==> src/hw/tpom_pkg.sv <==
package tpom_pkg;

    // Indirect locations
    localparam logic [3:0] IA_PTR_VALUE = 4'h2;
    localparam logic [3:0] IA_LABELS = 4'h3;
    localparam logic [3:0] IA_EXPECTED = 4'h4;
    localparam logic [3:0] IA_PI_FLAGS = 4'h5;
    localparam logic [3:0] IA_PARITY_CNT = 4'h6;
    localparam logic [3:0] IA_REMOTE_CNT = 4'h7;
    localparam logic [3:0] IA_NEG_JUST_CNT = 4'h8;
    localparam logic [3:0] IA_POS_JUST_CNT = 4'h9;

    // Field positions
    localparam int PTR_LSB = 0;
    localparam int SS_LSB = 10;
    localparam int ERDI_LSB = 13;
    localparam int CAPTURED_LSB = 8;
    localparam int ACCEPTED_LSB = 0;
    localparam int EXP_LABEL_LSB = 0;
    localparam int PDI_LSB = 8;
    localparam int PDI_RANGE_BIT = 13;
    localparam int FLAG_ILLJ_BIT = 1;
    localparam int FLAG_CONCAT_BIT = 2;
    localparam int FLAG_DISC_BIT = 3;
    localparam int FLAG_INVALID_NEW_DATA_FLAG_BIT = 4;
    localparam int FLAG_ILLEGAL_OFFSET_FLAG_BIT = 5;
    localparam int FLAG_NDF_BIT = 6;

    // Reset values and writable mask
    localparam logic [15:0] EXPECTED_RST = 16'h0000;
    localparam logic [15:0] EXPECTED_MASK = 16'h3FFF;

    // Frame persistence counts
    localparam int LABEL_FRAMES_LO = 3;
    localparam int LABEL_FRAMES_HI = 5;
    localparam int RDI_FRAMES_LO = 5;
    localparam int RDI_FRAMES_HI = 10;
    localparam int NEW_PTR_FRAMES = 3;
    localparam int JUST_GUARD_FRAMES = 3;

    // Pointer word coding
    localparam logic [9:0] MAX_OFS_STS = 10'd782;
    localparam logic [9:0] MAX_OFS_TU3 = 10'd764;
    localparam logic [9:0] OFS_ALL_ONES = 10'h3FF;
    localparam logic [9:0] I_BIT_MASK = 10'h155;
    localparam logic [9:0] D_BIT_MASK = 10'h2AA;
    localparam logic [3:0] NDF_NORMAL = 4'h6;
    localparam logic [3:0] NDF_ENABLED = 4'h9;
    localparam logic [15:0] AIS_WORD = 16'hFFFF;

    // Labels
    localparam logic [7:0] PDI_BASE = 8'hE0;
    localparam logic [7:0] PDI_RANGE_LO = 8'hE1;
    localparam logic [7:0] LABEL_UNEQ = 8'h00;
    localparam logic [3:0] MAX_BIP_ERRS = 4'h8;

    typedef enum {CNT_PARITY, CNT_REMOTE, CNT_NEG, CNT_POS} tpom_cnt_t;

endpackage : tpom_pkg

==> src/hw/tpom_monitor.sv <==
`timescale 1ns/1ps
`default_nettype none

module tpom_monitor
    import tpom_pkg::*;
#(
    parameter int JUST_CNT_W = 13,
    parameter int ERR_CNT_W = 16
) (
    // Clock and reset
    input wire logic clk_i,
    input wire logic rst_n_i,
    // Received overhead, valid on frame_i
    input wire logic frame_i,
    input wire logic [15:0] pointer_word_i,
    input wire logic [7:0] c2_i,
    input wire logic [7:0] g1_i,
    input wire logic [3:0] b3_errors_i,
    // Configuration levels
    input wire logic tu3_mode_i,
    input wire logic slave_slot_i,
    input wire logic label_five_frame_select_i,
    input wire logic remote_defect_ten_frame_select_i,
    // Indirect register access
    input wire logic ind_rd_i,
    input wire logic ind_wr_i,
    input wire logic [3:0] ind_addr_i,
    input wire logic [15:0] ind_wdata_i,
    input wire logic counters_update_i,
    output logic [15:0] ind_rdata_o,
    output logic ind_rd_valid_o,
    // Label conditions
    output logic label_mismatch_o,
    output logic unequipped_o,
    output logic payload_defect_o
);

    // Holding registers are sixteen bits wide, so wider counters cannot fit
    if (JUST_CNT_W < 13 || JUST_CNT_W > 16 ||
        ERR_CNT_W < 16 || ERR_CNT_W > 16) begin : g_bad_width
        $error("tpom_monitor: counter widths unsupported");
    end

    ////////////////////////////////////////////////////////////////////////
    // Pointer word decode

    logic [3:0] ndf_code;
    logic [1:0] ss_bits;
    logic [9:0] rx_ofs;
    logic [9:0] pointer_offset_value_reg;
    logic [1:0] size_bits_value_reg;
    logic [2:0] since_just_reg;
    logic [9:0] new_ofs_reg;
    logic [1:0] new_cnt_reg;
    logic [9:0] max_ofs;
    logic [9:0] ofs_diff;
    wire ndf_is_enabled;
    wire ndf_is_normal;
    wire is_ais;
    wire in_range;
    wire inc_req;
    wire dec_req;
    wire just_ok;
    wire concat_ev;
    wire ndf_ev;
    wire illj_ev;
    wire illegal_offset_flag_ev;
    wire invalid_new_data_flag_ev;
    wire new_ofs_seen;
    wire disc_ev;
    wire inc_do;
    wire dec_do;

    assign ndf_code = pointer_word_i[15:12];
    assign ss_bits = pointer_word_i[11:10];
    assign rx_ofs = pointer_word_i[9:0];
    assign max_ofs = tu3_mode_i ? MAX_OFS_TU3 : MAX_OFS_STS;
    assign ofs_diff = rx_ofs ^ pointer_offset_value_reg;
    // Single bit errors in the flag are tolerated
    assign ndf_is_enabled = $countones(ndf_code ^ NDF_ENABLED) <= 1;
    assign ndf_is_normal = $countones(ndf_code ^ NDF_NORMAL) <= 1;
    assign is_ais = pointer_word_i == AIS_WORD;
    assign in_range = rx_ofs <= max_ofs;
    assign inc_req = ndf_is_normal &&
                     $countones(ofs_diff & I_BIT_MASK) >= 3 &&
                     $countones(ofs_diff & D_BIT_MASK) < 3;
    assign dec_req = ndf_is_normal &&
                     $countones(ofs_diff & D_BIT_MASK) >= 3 &&
                     $countones(ofs_diff & I_BIT_MASK) < 3;
    // The last adjustment must lie more than three frames back: the count
    // reads k-1 on the k-th frame after it, so three means four frames ago
    assign just_ok = since_just_reg >= 3'(JUST_GUARD_FRAMES);
    assign concat_ev = ndf_is_enabled && rx_ofs == OFS_ALL_ONES;
    assign ndf_ev = ndf_is_enabled && !concat_ev && in_range;
    assign illj_ev = (inc_req || dec_req) && !just_ok;
    assign illegal_offset_flag_ev = !is_ais && !inc_req && !dec_req && !in_range;
    assign invalid_new_data_flag_ev = !is_ais && !ndf_is_enabled && !ndf_is_normal;
    assign inc_do = inc_req && just_ok;
    assign dec_do = dec_req && just_ok;
    assign new_ofs_seen = ndf_is_normal && in_range && !inc_req &&
                          !dec_req && rx_ofs != pointer_offset_value_reg;
    assign disc_ev = new_ofs_seen && rx_ofs == new_ofs_reg &&
                     new_cnt_reg == 2'(NEW_PTR_FRAMES - 1);

    ////////////////////////////////////////////////////////////////////////
    // Pointer state

    logic [9:0] ptr_next;
    logic [2:0] since_next;

    always_comb begin
        ptr_next = pointer_offset_value_reg;
        since_next = just_ok ? since_just_reg : since_just_reg + 3'd1;
        if (ndf_ev) begin
            ptr_next = rx_ofs;
            since_next = 3'd0;
        end else if (inc_do) begin
            ptr_next = (pointer_offset_value_reg >= max_ofs) ? 10'd0 :
                       pointer_offset_value_reg + 10'd1;
            since_next = 3'd0;
        end else if (dec_do) begin
            ptr_next = (pointer_offset_value_reg == 10'd0) ? max_ofs :
                       pointer_offset_value_reg - 10'd1;
            since_next = 3'd0;
        end else if (disc_ev) begin
            ptr_next = rx_ofs;
        end
    end

    always_ff @(posedge clk_i) begin
        if (!rst_n_i) begin
            pointer_offset_value_reg <= 10'd0;
            size_bits_value_reg <= 2'd0;
            since_just_reg <= 3'd0;
            new_ofs_reg <= 10'd0;
            new_cnt_reg <= 2'd0;
        end else if (frame_i && !is_ais) begin
            pointer_offset_value_reg <= ptr_next;
            size_bits_value_reg <= ss_bits;
            since_just_reg <= since_next;
            new_ofs_reg <= rx_ofs;
            if (!new_ofs_seen || disc_ev) begin
                new_cnt_reg <= 2'd0;
            end else if (rx_ofs == new_ofs_reg) begin
                new_cnt_reg <= new_cnt_reg + 2'd1;
            end else begin
                new_cnt_reg <= 2'd1;
            end
        end
    end

    // Latest-frame flags; cleared for slave slots where they mean nothing
    logic [5:0] pi_flags_reg;
    logic [15:0] pi_flags_word;

    always_ff @(posedge clk_i) begin
        if (!rst_n_i) begin
            pi_flags_reg <= 6'd0;
        end else if (frame_i) begin
            pi_flags_reg <= slave_slot_i ? 6'd0 :
                {ndf_ev, illegal_offset_flag_ev, invalid_new_data_flag_ev, disc_ev, concat_ev, illj_ev};
        end
    end

    assign pi_flags_word = {9'd0, pi_flags_reg, 1'b0};

    ////////////////////////////////////////////////////////////////////////
    // Signal label and remote defect filters

    logic [7:0] captured_label_reg;
    logic [7:0] accepted_label_reg;
    logic [7:0] label_cand_reg;
    logic [2:0] label_cnt_reg;
    logic [2:0] rdi_cand_reg;
    logic [3:0] rdi_cnt_reg;
    logic [2:0] filtered_remote_defect_code_reg;
    logic [2:0] label_need;
    logic [3:0] rdi_need;
    logic [2:0] rx_erdi;
    logic [2:0] label_cnt_next;
    logic [3:0] rdi_cnt_next;

    assign label_need = label_five_frame_select_i ? 3'(LABEL_FRAMES_HI) :
                        3'(LABEL_FRAMES_LO);
    assign rdi_need = remote_defect_ten_frame_select_i ?
                      4'(RDI_FRAMES_HI) : 4'(RDI_FRAMES_LO);
    // G1 bits 5,6,7 in transmission order sit at [3:1]
    assign rx_erdi = g1_i[3:1];
    assign label_cnt_next = (c2_i != label_cand_reg) ? 3'd1 :
        (label_cnt_reg >= label_need) ? label_need : label_cnt_reg + 3'd1;
    assign rdi_cnt_next = (rx_erdi != rdi_cand_reg) ? 4'd1 :
        (rdi_cnt_reg >= rdi_need) ? rdi_need : rdi_cnt_reg + 4'd1;

    always_ff @(posedge clk_i) begin
        if (!rst_n_i) begin
            captured_label_reg <= 8'h00;
            accepted_label_reg <= 8'h00;
            label_cand_reg <= 8'h00;
            label_cnt_reg <= 3'd0;
            rdi_cand_reg <= 3'd0;
            rdi_cnt_reg <= 4'd0;
            filtered_remote_defect_code_reg <= 3'd0;
        end else if (frame_i) begin
            captured_label_reg <= c2_i;
            label_cand_reg <= c2_i;
            label_cnt_reg <= label_cnt_next;
            if (label_cnt_next == label_need) begin
                accepted_label_reg <= c2_i;
            end
            rdi_cand_reg <= rx_erdi;
            rdi_cnt_reg <= rdi_cnt_next;
            if (rdi_cnt_next == rdi_need) begin
                filtered_remote_defect_code_reg <= rx_erdi;
            end
        end
    end

    ////////////////////////////////////////////////////////////////////////
    // Expected label and defect indication

    logic [15:0] expected_label_reg;
    logic [7:0] expected_label;
    logic [4:0] defect_indication_field;
    logic defect_range_enable;
    logic [7:0] pdi_top;
    wire exp_wr;
    wire acc_is_pdi;

    assign exp_wr = ind_wr_i && ind_addr_i == IA_EXPECTED;
    assign expected_label = expected_label_reg[EXP_LABEL_LSB +: 8];
    assign defect_indication_field = expected_label_reg[PDI_LSB +: 5];
    assign defect_range_enable = expected_label_reg[PDI_RANGE_BIT];
    assign pdi_top = PDI_BASE + {3'd0, defect_indication_field};
    assign acc_is_pdi = defect_range_enable ?
        (accepted_label_reg >= PDI_RANGE_LO &&
         accepted_label_reg <= pdi_top) :
        (accepted_label_reg == pdi_top);

    always_ff @(posedge clk_i) begin
        if (!rst_n_i) begin
            expected_label_reg <= EXPECTED_RST;
            label_mismatch_o <= 1'b0;
            unequipped_o <= 1'b0;
            payload_defect_o <= 1'b0;
        end else begin
            if (exp_wr) begin
                expected_label_reg <= ind_wdata_i & EXPECTED_MASK;
            end
            unequipped_o <= accepted_label_reg == LABEL_UNEQ;
            payload_defect_o <= acc_is_pdi;
            label_mismatch_o <= accepted_label_reg != expected_label &&
                !acc_is_pdi && accepted_label_reg != LABEL_UNEQ;
        end
    end

    ////////////////////////////////////////////////////////////////////////
    // Performance counters; a snapshot both freezes and restarts them

    logic [15:0] acc_reg [4];
    logic [15:0] hold_reg [4];
    logic [3:0] cnt_incr [4];
    logic [15:0] cnt_mask [4];
    logic [3:0] rei_errors;

    // REI codes above eight carry no errors
    assign rei_errors = (g1_i[7:4] > MAX_BIP_ERRS) ? 4'd0 : g1_i[7:4];
    assign cnt_incr[CNT_PARITY] = frame_i ? b3_errors_i : 4'd0;
    assign cnt_incr[CNT_REMOTE] = frame_i ? rei_errors : 4'd0;
    assign cnt_incr[CNT_NEG] = {3'd0, frame_i && !is_ais && dec_do};
    assign cnt_incr[CNT_POS] = {3'd0, frame_i && !is_ais && inc_do};
    assign cnt_mask[CNT_PARITY] = 16'((32'd1 << ERR_CNT_W) - 1);
    assign cnt_mask[CNT_REMOTE] = 16'((32'd1 << ERR_CNT_W) - 1);
    assign cnt_mask[CNT_NEG] = 16'((32'd1 << JUST_CNT_W) - 1);
    assign cnt_mask[CNT_POS] = 16'((32'd1 << JUST_CNT_W) - 1);

    for (genvar i = 0; i < 4; i++) begin : g_cnt
        always_ff @(posedge clk_i) begin
            if (!rst_n_i) begin
                acc_reg[i] <= 16'h0000;
                hold_reg[i] <= 16'h0000;
            end else if (counters_update_i) begin
                hold_reg[i] <= acc_reg[i];
                acc_reg[i] <= {12'd0, cnt_incr[i]};
            end else begin
                acc_reg[i] <= (acc_reg[i] + {12'd0, cnt_incr[i]}) &
                              cnt_mask[i];
            end
        end
    end

    ////////////////////////////////////////////////////////////////////////
    // Indirect read port

    logic [15:0] rd_word;

    always_comb begin
        case (ind_addr_i)
            IA_PTR_VALUE: rd_word = {filtered_remote_defect_code_reg, 1'b0,
                                     size_bits_value_reg,
                                     pointer_offset_value_reg};
            IA_LABELS: rd_word = {captured_label_reg, accepted_label_reg};
            IA_EXPECTED: rd_word = expected_label_reg;
            IA_PI_FLAGS: rd_word = pi_flags_word;
            IA_PARITY_CNT: rd_word = hold_reg[CNT_PARITY];
            IA_REMOTE_CNT: rd_word = hold_reg[CNT_REMOTE];
            IA_NEG_JUST_CNT: rd_word = hold_reg[CNT_NEG];
            IA_POS_JUST_CNT: rd_word = hold_reg[CNT_POS];
            default: rd_word = 16'h0000;
        endcase
    end

    always_ff @(posedge clk_i) begin
        if (!rst_n_i) begin
            ind_rdata_o <= 16'h0000;
            ind_rd_valid_o <= 1'b0;
        end else begin
            ind_rd_valid_o <= ind_rd_i;
            if (ind_rd_i) begin
                ind_rdata_o <= rd_word;
            end
        end
    end
endmodule : tpom_monitor

`default_nettype wire

==> config.mk <==
export PLATFORM = sky130hd
export DESIGN_NAME = tpom_monitor
export DESIGN_NICKNAME = d
export VERILOG_FILES = /design/src/hw/tpom_pkg.sv /design/src/hw/tpom_monitor.sv
export SDC_FILE = /design/constraint.sdc
export NUM_CORES = 1
export LEC_CHECK = 0
export BUFFER_PORTS_ARGS = -buffer_cell sky130_fd_sc_hd__buf_4
export CAP_MARGIN = 25
export CELL_PAD_IN_SITES_DETAIL_PLACEMENT = 1
export CELL_PAD_IN_SITES_GLOBAL_PLACEMENT = 2
export CORE_ASPECT_RATIO = 1.4
export CORE_MARGIN = 5
export CORE_UTILIZATION = 42
export DETAILED_ROUTE_END_ITERATION = 7
export GPL_TIMING_DRIVEN = 0
export PLACE_DENSITY = 0.95
export SLEW_MARGIN = 20
export SYNTH_ARGS = -nofsm -noshare
export SYNTH_HDL_FRONTEND = slang
export SYNTH_SLANG_ARGS = --single-unit
==> constraint.sdc <==
create_clock -name clk_i -period 11.2 [get_ports clk_i]
set_input_delay 1.12 -clock clk_i [delete_from_list [all_inputs] [get_ports clk_i]]
set_output_delay 1.12 -clock clk_i [all_outputs]
set_load 0.02 [all_outputs]
# After elaboration in Yosys (flattened, before gate mapping)
# Memories as Yosys holds them, arrays and structs flattened.
# Cells that the tools add are included.
[totals] reg_bits=96 latchBits=0 ramBits=128 rom_bits=0 in_bits=66 out_inout_bits=20 elab_cells=186 n_memories=2
[mem_list] name="acc_reg" words=4 word_bits=16 rd=4 rd_ports_with_merged_regs=0 write_ports=4 line="tpom_monitor.sv:259" text="logic [15:0] acc_reg [4];"
[mem_list] name="hold_reg" words=4 word_bits=16 rd=4 rd_ports_with_merged_regs=0 write_ports=4 line="tpom_monitor.sv:260" text="logic [15:0] hold_reg [4];"
[op_classes] addsub=25 mul=0 n_div=0 order_cmp=14 n_eq_ne=20 n_shift=0 n_mux=44 bitwise_logic=15 reduce_logical=48
[op_table] operator="$mux 16" count=12
[op_table] operator="$pmux 16 s8" count=1
[op_table] operator="$mux 10" count=6
[op_table] operator="$add 16x4->16" count=2
[op_table] operator="$ge 32x3->1 const B" count=1
[op_table] operator="$lt 32x3->1 const B" count=1
[op_table] operator="$logic_and 1x1->1" count=28
[op_table] operator="$add 13x1->13" count=2
[op_table] operator="$mux 4" count=6
[op_table] operator="$mux 3" count=7
[op_table] operator="$add 1x1->2" count=8
[op_table] operator="$eq 16x16->1 const B" count=1
[op_table] operator="$eq 4x3->1 const B" count=4
[op_table] operator="$ne 8x8->1" count=2
[op_table] operator="$add 2x2->3" count=4
[op_table] operator="$or 1x1->1" count=12
[op_table] operator="$add 10x1->10 const B" count=1
[op_table] operator="$eq 10x10->1" count=1
[op_table] operator="$eq 10x10->1 const B" count=1
[op_table] operator="$ge 10x10->1" count=1
[op_table] operator="$le 10x10->1" count=1
[op_table] operator="$logic_not 1->1" count=10
[op_table] operator="$logic_not 10->1" count=1
[op_table] operator="$ne 10x10->1" count=1
[op_table] operator="34 further kinds" count=52

# Logic depth before layout (Yosys ltp)
[depth] ltp_word=17 ltp_mapped=18 mapped_depth_nobuf=17

# Least setup slack after synthesis
# Ideal clock, no wire load.
[synth_timing] path_kind="input to register" start="in pointer_word_i[1]" end="mem acc_reg[3][12] (data pin)" setup_time_ns=0.266 arrival_ns=4.206 required_ns=10.934 path_slack_ns=6.728 path_stages=17 path_buffers=1 cell_sequence="buf_2 xor2_1 fa_1 inv_1 fa_1 inv_1 ha_1 nor2b_1 a211o_1 nor3_1 ha_1 ha_1 nand2_1 nor2_1 nand3_1 xor2_1 nor2_1"
[synth_rtl] item="start, declared" line="tpom_monitor.sv:15" text="input wire logic [15:0] pointer_word_i,"
[synth_rtl] item="end, declared" line="tpom_monitor.sv:259"

==> metrics.md <==
| Metric | Value |
|---|---|
| Post-layout util | between 50% and 60% |
| Syn avg cell area | 9.620 um^2 |
| Status | finished, final reports clean |
| Final setup fails | 0 |
| First-pass GRT wire length | around 60 mm |
| Tot GR Track Use | between 20% and 30% |
| Synth Warn # | 0 |
| Worst reg-to-reg path cell count | 18 |
| Mapped cell area | 11790 um^2 |
| EDFF count, synth | between 100 and 150 |
| Largest net degree at the start of global routing | 36 |
| Initial Util | a little over two fifths |
| Delay-heaviest family, CP | adder cells |
| Vias | between 9000 and 10000 |
| Sequential power share | 43.0% |
| Distinct cells, synth | 79 |
| Setup TNS | 0 ns |
| CTS tree | yes |
| Total Power | between 2 and 2.5 mW |
| Worst setup EP type | flip-flop |
| Vias/cell | approximately 5.6 |
| Gpl congestion | 0.9145 |
| Row cnt | a little over 70 |
| Antenna viol nets, final | 0 |
| Largest fanout on the critical path | 10 |
| CTS root buf | clkbuf_16 |
| Num CTS Buffers | 22 |
| Core area | approximately 28000 um^2 |
| 1st-iter DRT viols | around 650 |
| Data arrival time of the worst path | approximately 5.0 ns |
| DIE AREA | between 30000 and 40000 um^2 |
| Fraction of layout cells with a size suffix above 1 | about 11% |
| Slowest cell on the critical path | clkbuf_1 |
| WHS Path Cells | 2 |
| Buf+Inv Stages, Crit Path | 4 |
| Tmin final | ~4.8 ns |
| FF+latch count, synth | approximately 210 |
| Lkg Pwr | between 5 and 6 nW |
| DP HPWL | 29.69 mm |
| CP Cell Sequence | clkbuf_1 -> xnor2_1 -> inv_1 -> fa_1 -> inv_1 -> fa_1 -> inv_1 -> ha_1 -> nor2b_1 -> a211o_1 -> nor3_1 -> ha_1 -> ha_1 -> nand2_1 -> nor2_1 -> nand3_1 -> xor2_1 -> nor2_1 |
| Internal cell power | 1.515 mW |
| Footprint of the multi-input gates | between 6000 and 7000 um^2 |
| FFs w/ async S/R, synth | 0% |
| Final worst path period share | a little over two fifths |
| Final Hold Viols | 0 |
| Psw | 574.4 uW |
| Chip width | about 150 um |
| H-tree Lvls | 1 |
| Clock sink count | between 200 and 250 |
| R2r startpoint | pointer_offset_value_reg[7] |
| Synthesis-to-layout area growth | 18.09% |
| Post-DP Area | roughly 13000 um^2 |
| Crit path kind | flip-flop to flip-flop |
| HP Class | flip-flop to flip-flop |
| Reg-to-reg critical path endpoint | acc_reg[3][12] |
| Setup bufs post-CTS | 0 |
| Sequential cell area fraction in the yosys report | between 40 and 50% |
| Rel. slew slack | roughly 22% |
| Most frequent cells in the layout | 136 x nor2_1, 116 x edfxtp_1, 96 x nand2_1, 96 x dfxtp_1, 80 x buf_4 |
| Max Cap Viol | 0 |
| Clock Skews | roughly 0.011 ns |
| Ant. Diodes | 0 |
| Reg area | around 5400 um^2 |
| Fin nets | 1509 |
| Sw Ratio | 27.49% |
| Initial antenna violation count | 0 |
| Clock Power Share | roughly two fifths |
| Vias in the first global route | around 11000 |
| DRC Markers | 0 |
| Die Y | about 210 um |
| Fill cell count | 3212 |
| Fmax | approximately 210 MHz |
| Clock Latency Late Sink | about 0.52 ns |
| Clock Path Buffers | 3 |
| I/O pin cnt | 86 |
| Hold Path Sink | new_ofs_reg[2] |
| Cells resized by post-CTS repair | 0 |
| CP startpoint kind | flip-flop |
| Register clock-pin slew on the reported worst setup and hold paths | about 0.070 ns |
| Comb pwr share | 16.2% |
| WL/cell | about 22 um |
| CP Data Required Time | about 11 ns |
| Drt first pass iters | 5 |
| VDD IR-drop max | ~120 uV |
| Slew Limit Fails | 0 |
| Hold buffers post-CTS | 0 |
| Design area | about 14000 um^2 |
| I/O Buffers | 77 |
| Grt ovf | 0 |
| Prevailing post-synth register cell | edfxtp_1 |
| Reg-to-reg slack, setup | about 6.4 ns |
| RSZ-0062 raised after global routing | false |
| Worst Hold Launch | new_ofs_reg[2] |
| Worst Tran Pin Value | 1.156 ns |
| Power Dens Cells | about 150 nW/um^2 |
| Worst path max stage delay | around 0.52 ns |
| Mapped Cells | roughly 1200 |
| Total Wirelength | ~38 mm |
| Most common cell after layout, fill and taps aside | nor2_1 |
| Hold_ws | 0.4698 ns |
area by class of cell:
| type | instances | share of cell area, % |
|---|---|---|
| buffer | 71 | 2.311 |
| clock buffer | 27 | 4.855 |
| clock inverter | 13 | 1.295 |
| inverter | 48 | 1.295 |
| multi-input combinational | 951 | 43.78 |
| sequential | 212 | 38.84 |
| tap | 370 | 3.326 |
| timing repair buffer | 78 | 4.297 |
metal layers:
layer / up-vias / share of wire [%] / track usage [%]
met5: - / 0 / 0
li1: 4711 / - / -
met3: 90 / 3.2 / 2.220
met2: 199 / 55 / 46.00
met4: 0 / 4.3 / 10.05
met1: 4960 / 37 / 25.53
worst min-delay path, cell delays in order (launching register included):
cell and delay, ns:
dfxtp_1 0.32, nand2_1 0.05, a21oi_1 0.05
synth_stat cells, drive strengths merged (7+ instances only):
cell    instances  area share (%)
nor2          137             4.4
edfxtp        116              30
nand2          97             3.1
dfxtp          96              16
a21oi          80             3.4
and3           68             3.6
ha             51             5.4
clkbuf         48             1.5
inv            46             1.5
xnor2          45             3.3
nand3          42             1.8
xor2           42             3.1
o21ai          41             1.8
a22oi          35             2.2
mux2i          28             2.4
buf            23             1.2
nor3           21            0.99
a31oi          17             1.0
nand4          16            0.85
and2           15            0.80
nor2b          14            0.74
nand2b         11            0.58
or3            11            0.58
a222oi          9            0.76
a211oi          8            0.70
fa              8             1.4
nor4            8            0.42
o211ai          8            0.55
a21o            7            0.45
a221oi          7            0.52
kinds of logic after synthesis:
logic type	synth area share, %
and+or+nand+nor	19.62
other	0.03182
adders and majority gates	6.773
muxes	2.474
DFF	45.86
buffers and inverters	4.247
AOI/OAI and AO/OA	14.52
xor gates and xnor gates	6.466
power by group through the flow:
stage | clock network [mW] | registers (mW) | logic (mW)
floorplan | 0 | 0.901 | 0.226
global placement | 0 | 0.914 | 0.320
detailed placement | 0 | 0.915 | 0.334
CTS | 0.865 | 0.898 | 0.338
global route | 0.899 | 0.902 | 0.371
finish | 0.853 | 0.899 | 0.339
worst max-delay path by stage:
stage | startpoint | endpoint | cells past startpoint
floorplan | pointer_word_i[1] | acc_reg[3][12] | 17
global placement | counters_update_i | acc_reg[0][13] | 6
detailed placement | pointer_word_i[1] | acc_reg[3][12] | 17
CTS | pointer_offset_value_reg[7] | acc_reg[3][12] | 18
global route | pointer_offset_value_reg[7] | acc_reg[3][12] | 18
finish | pointer_offset_value_reg[7] | acc_reg[3][12] | 18
stage by stage:
step / setup WS (ns) / instances
after floorplan: 6.729 / 1282
after global placement: 5.777 / 1729
after detailed placement: 5.992 / 1730
after CTS: 6.445 / 1770
after global routing: 6.168 / 1770
final: 6.427 / 1770
Power figures use the tool's default switching activity.
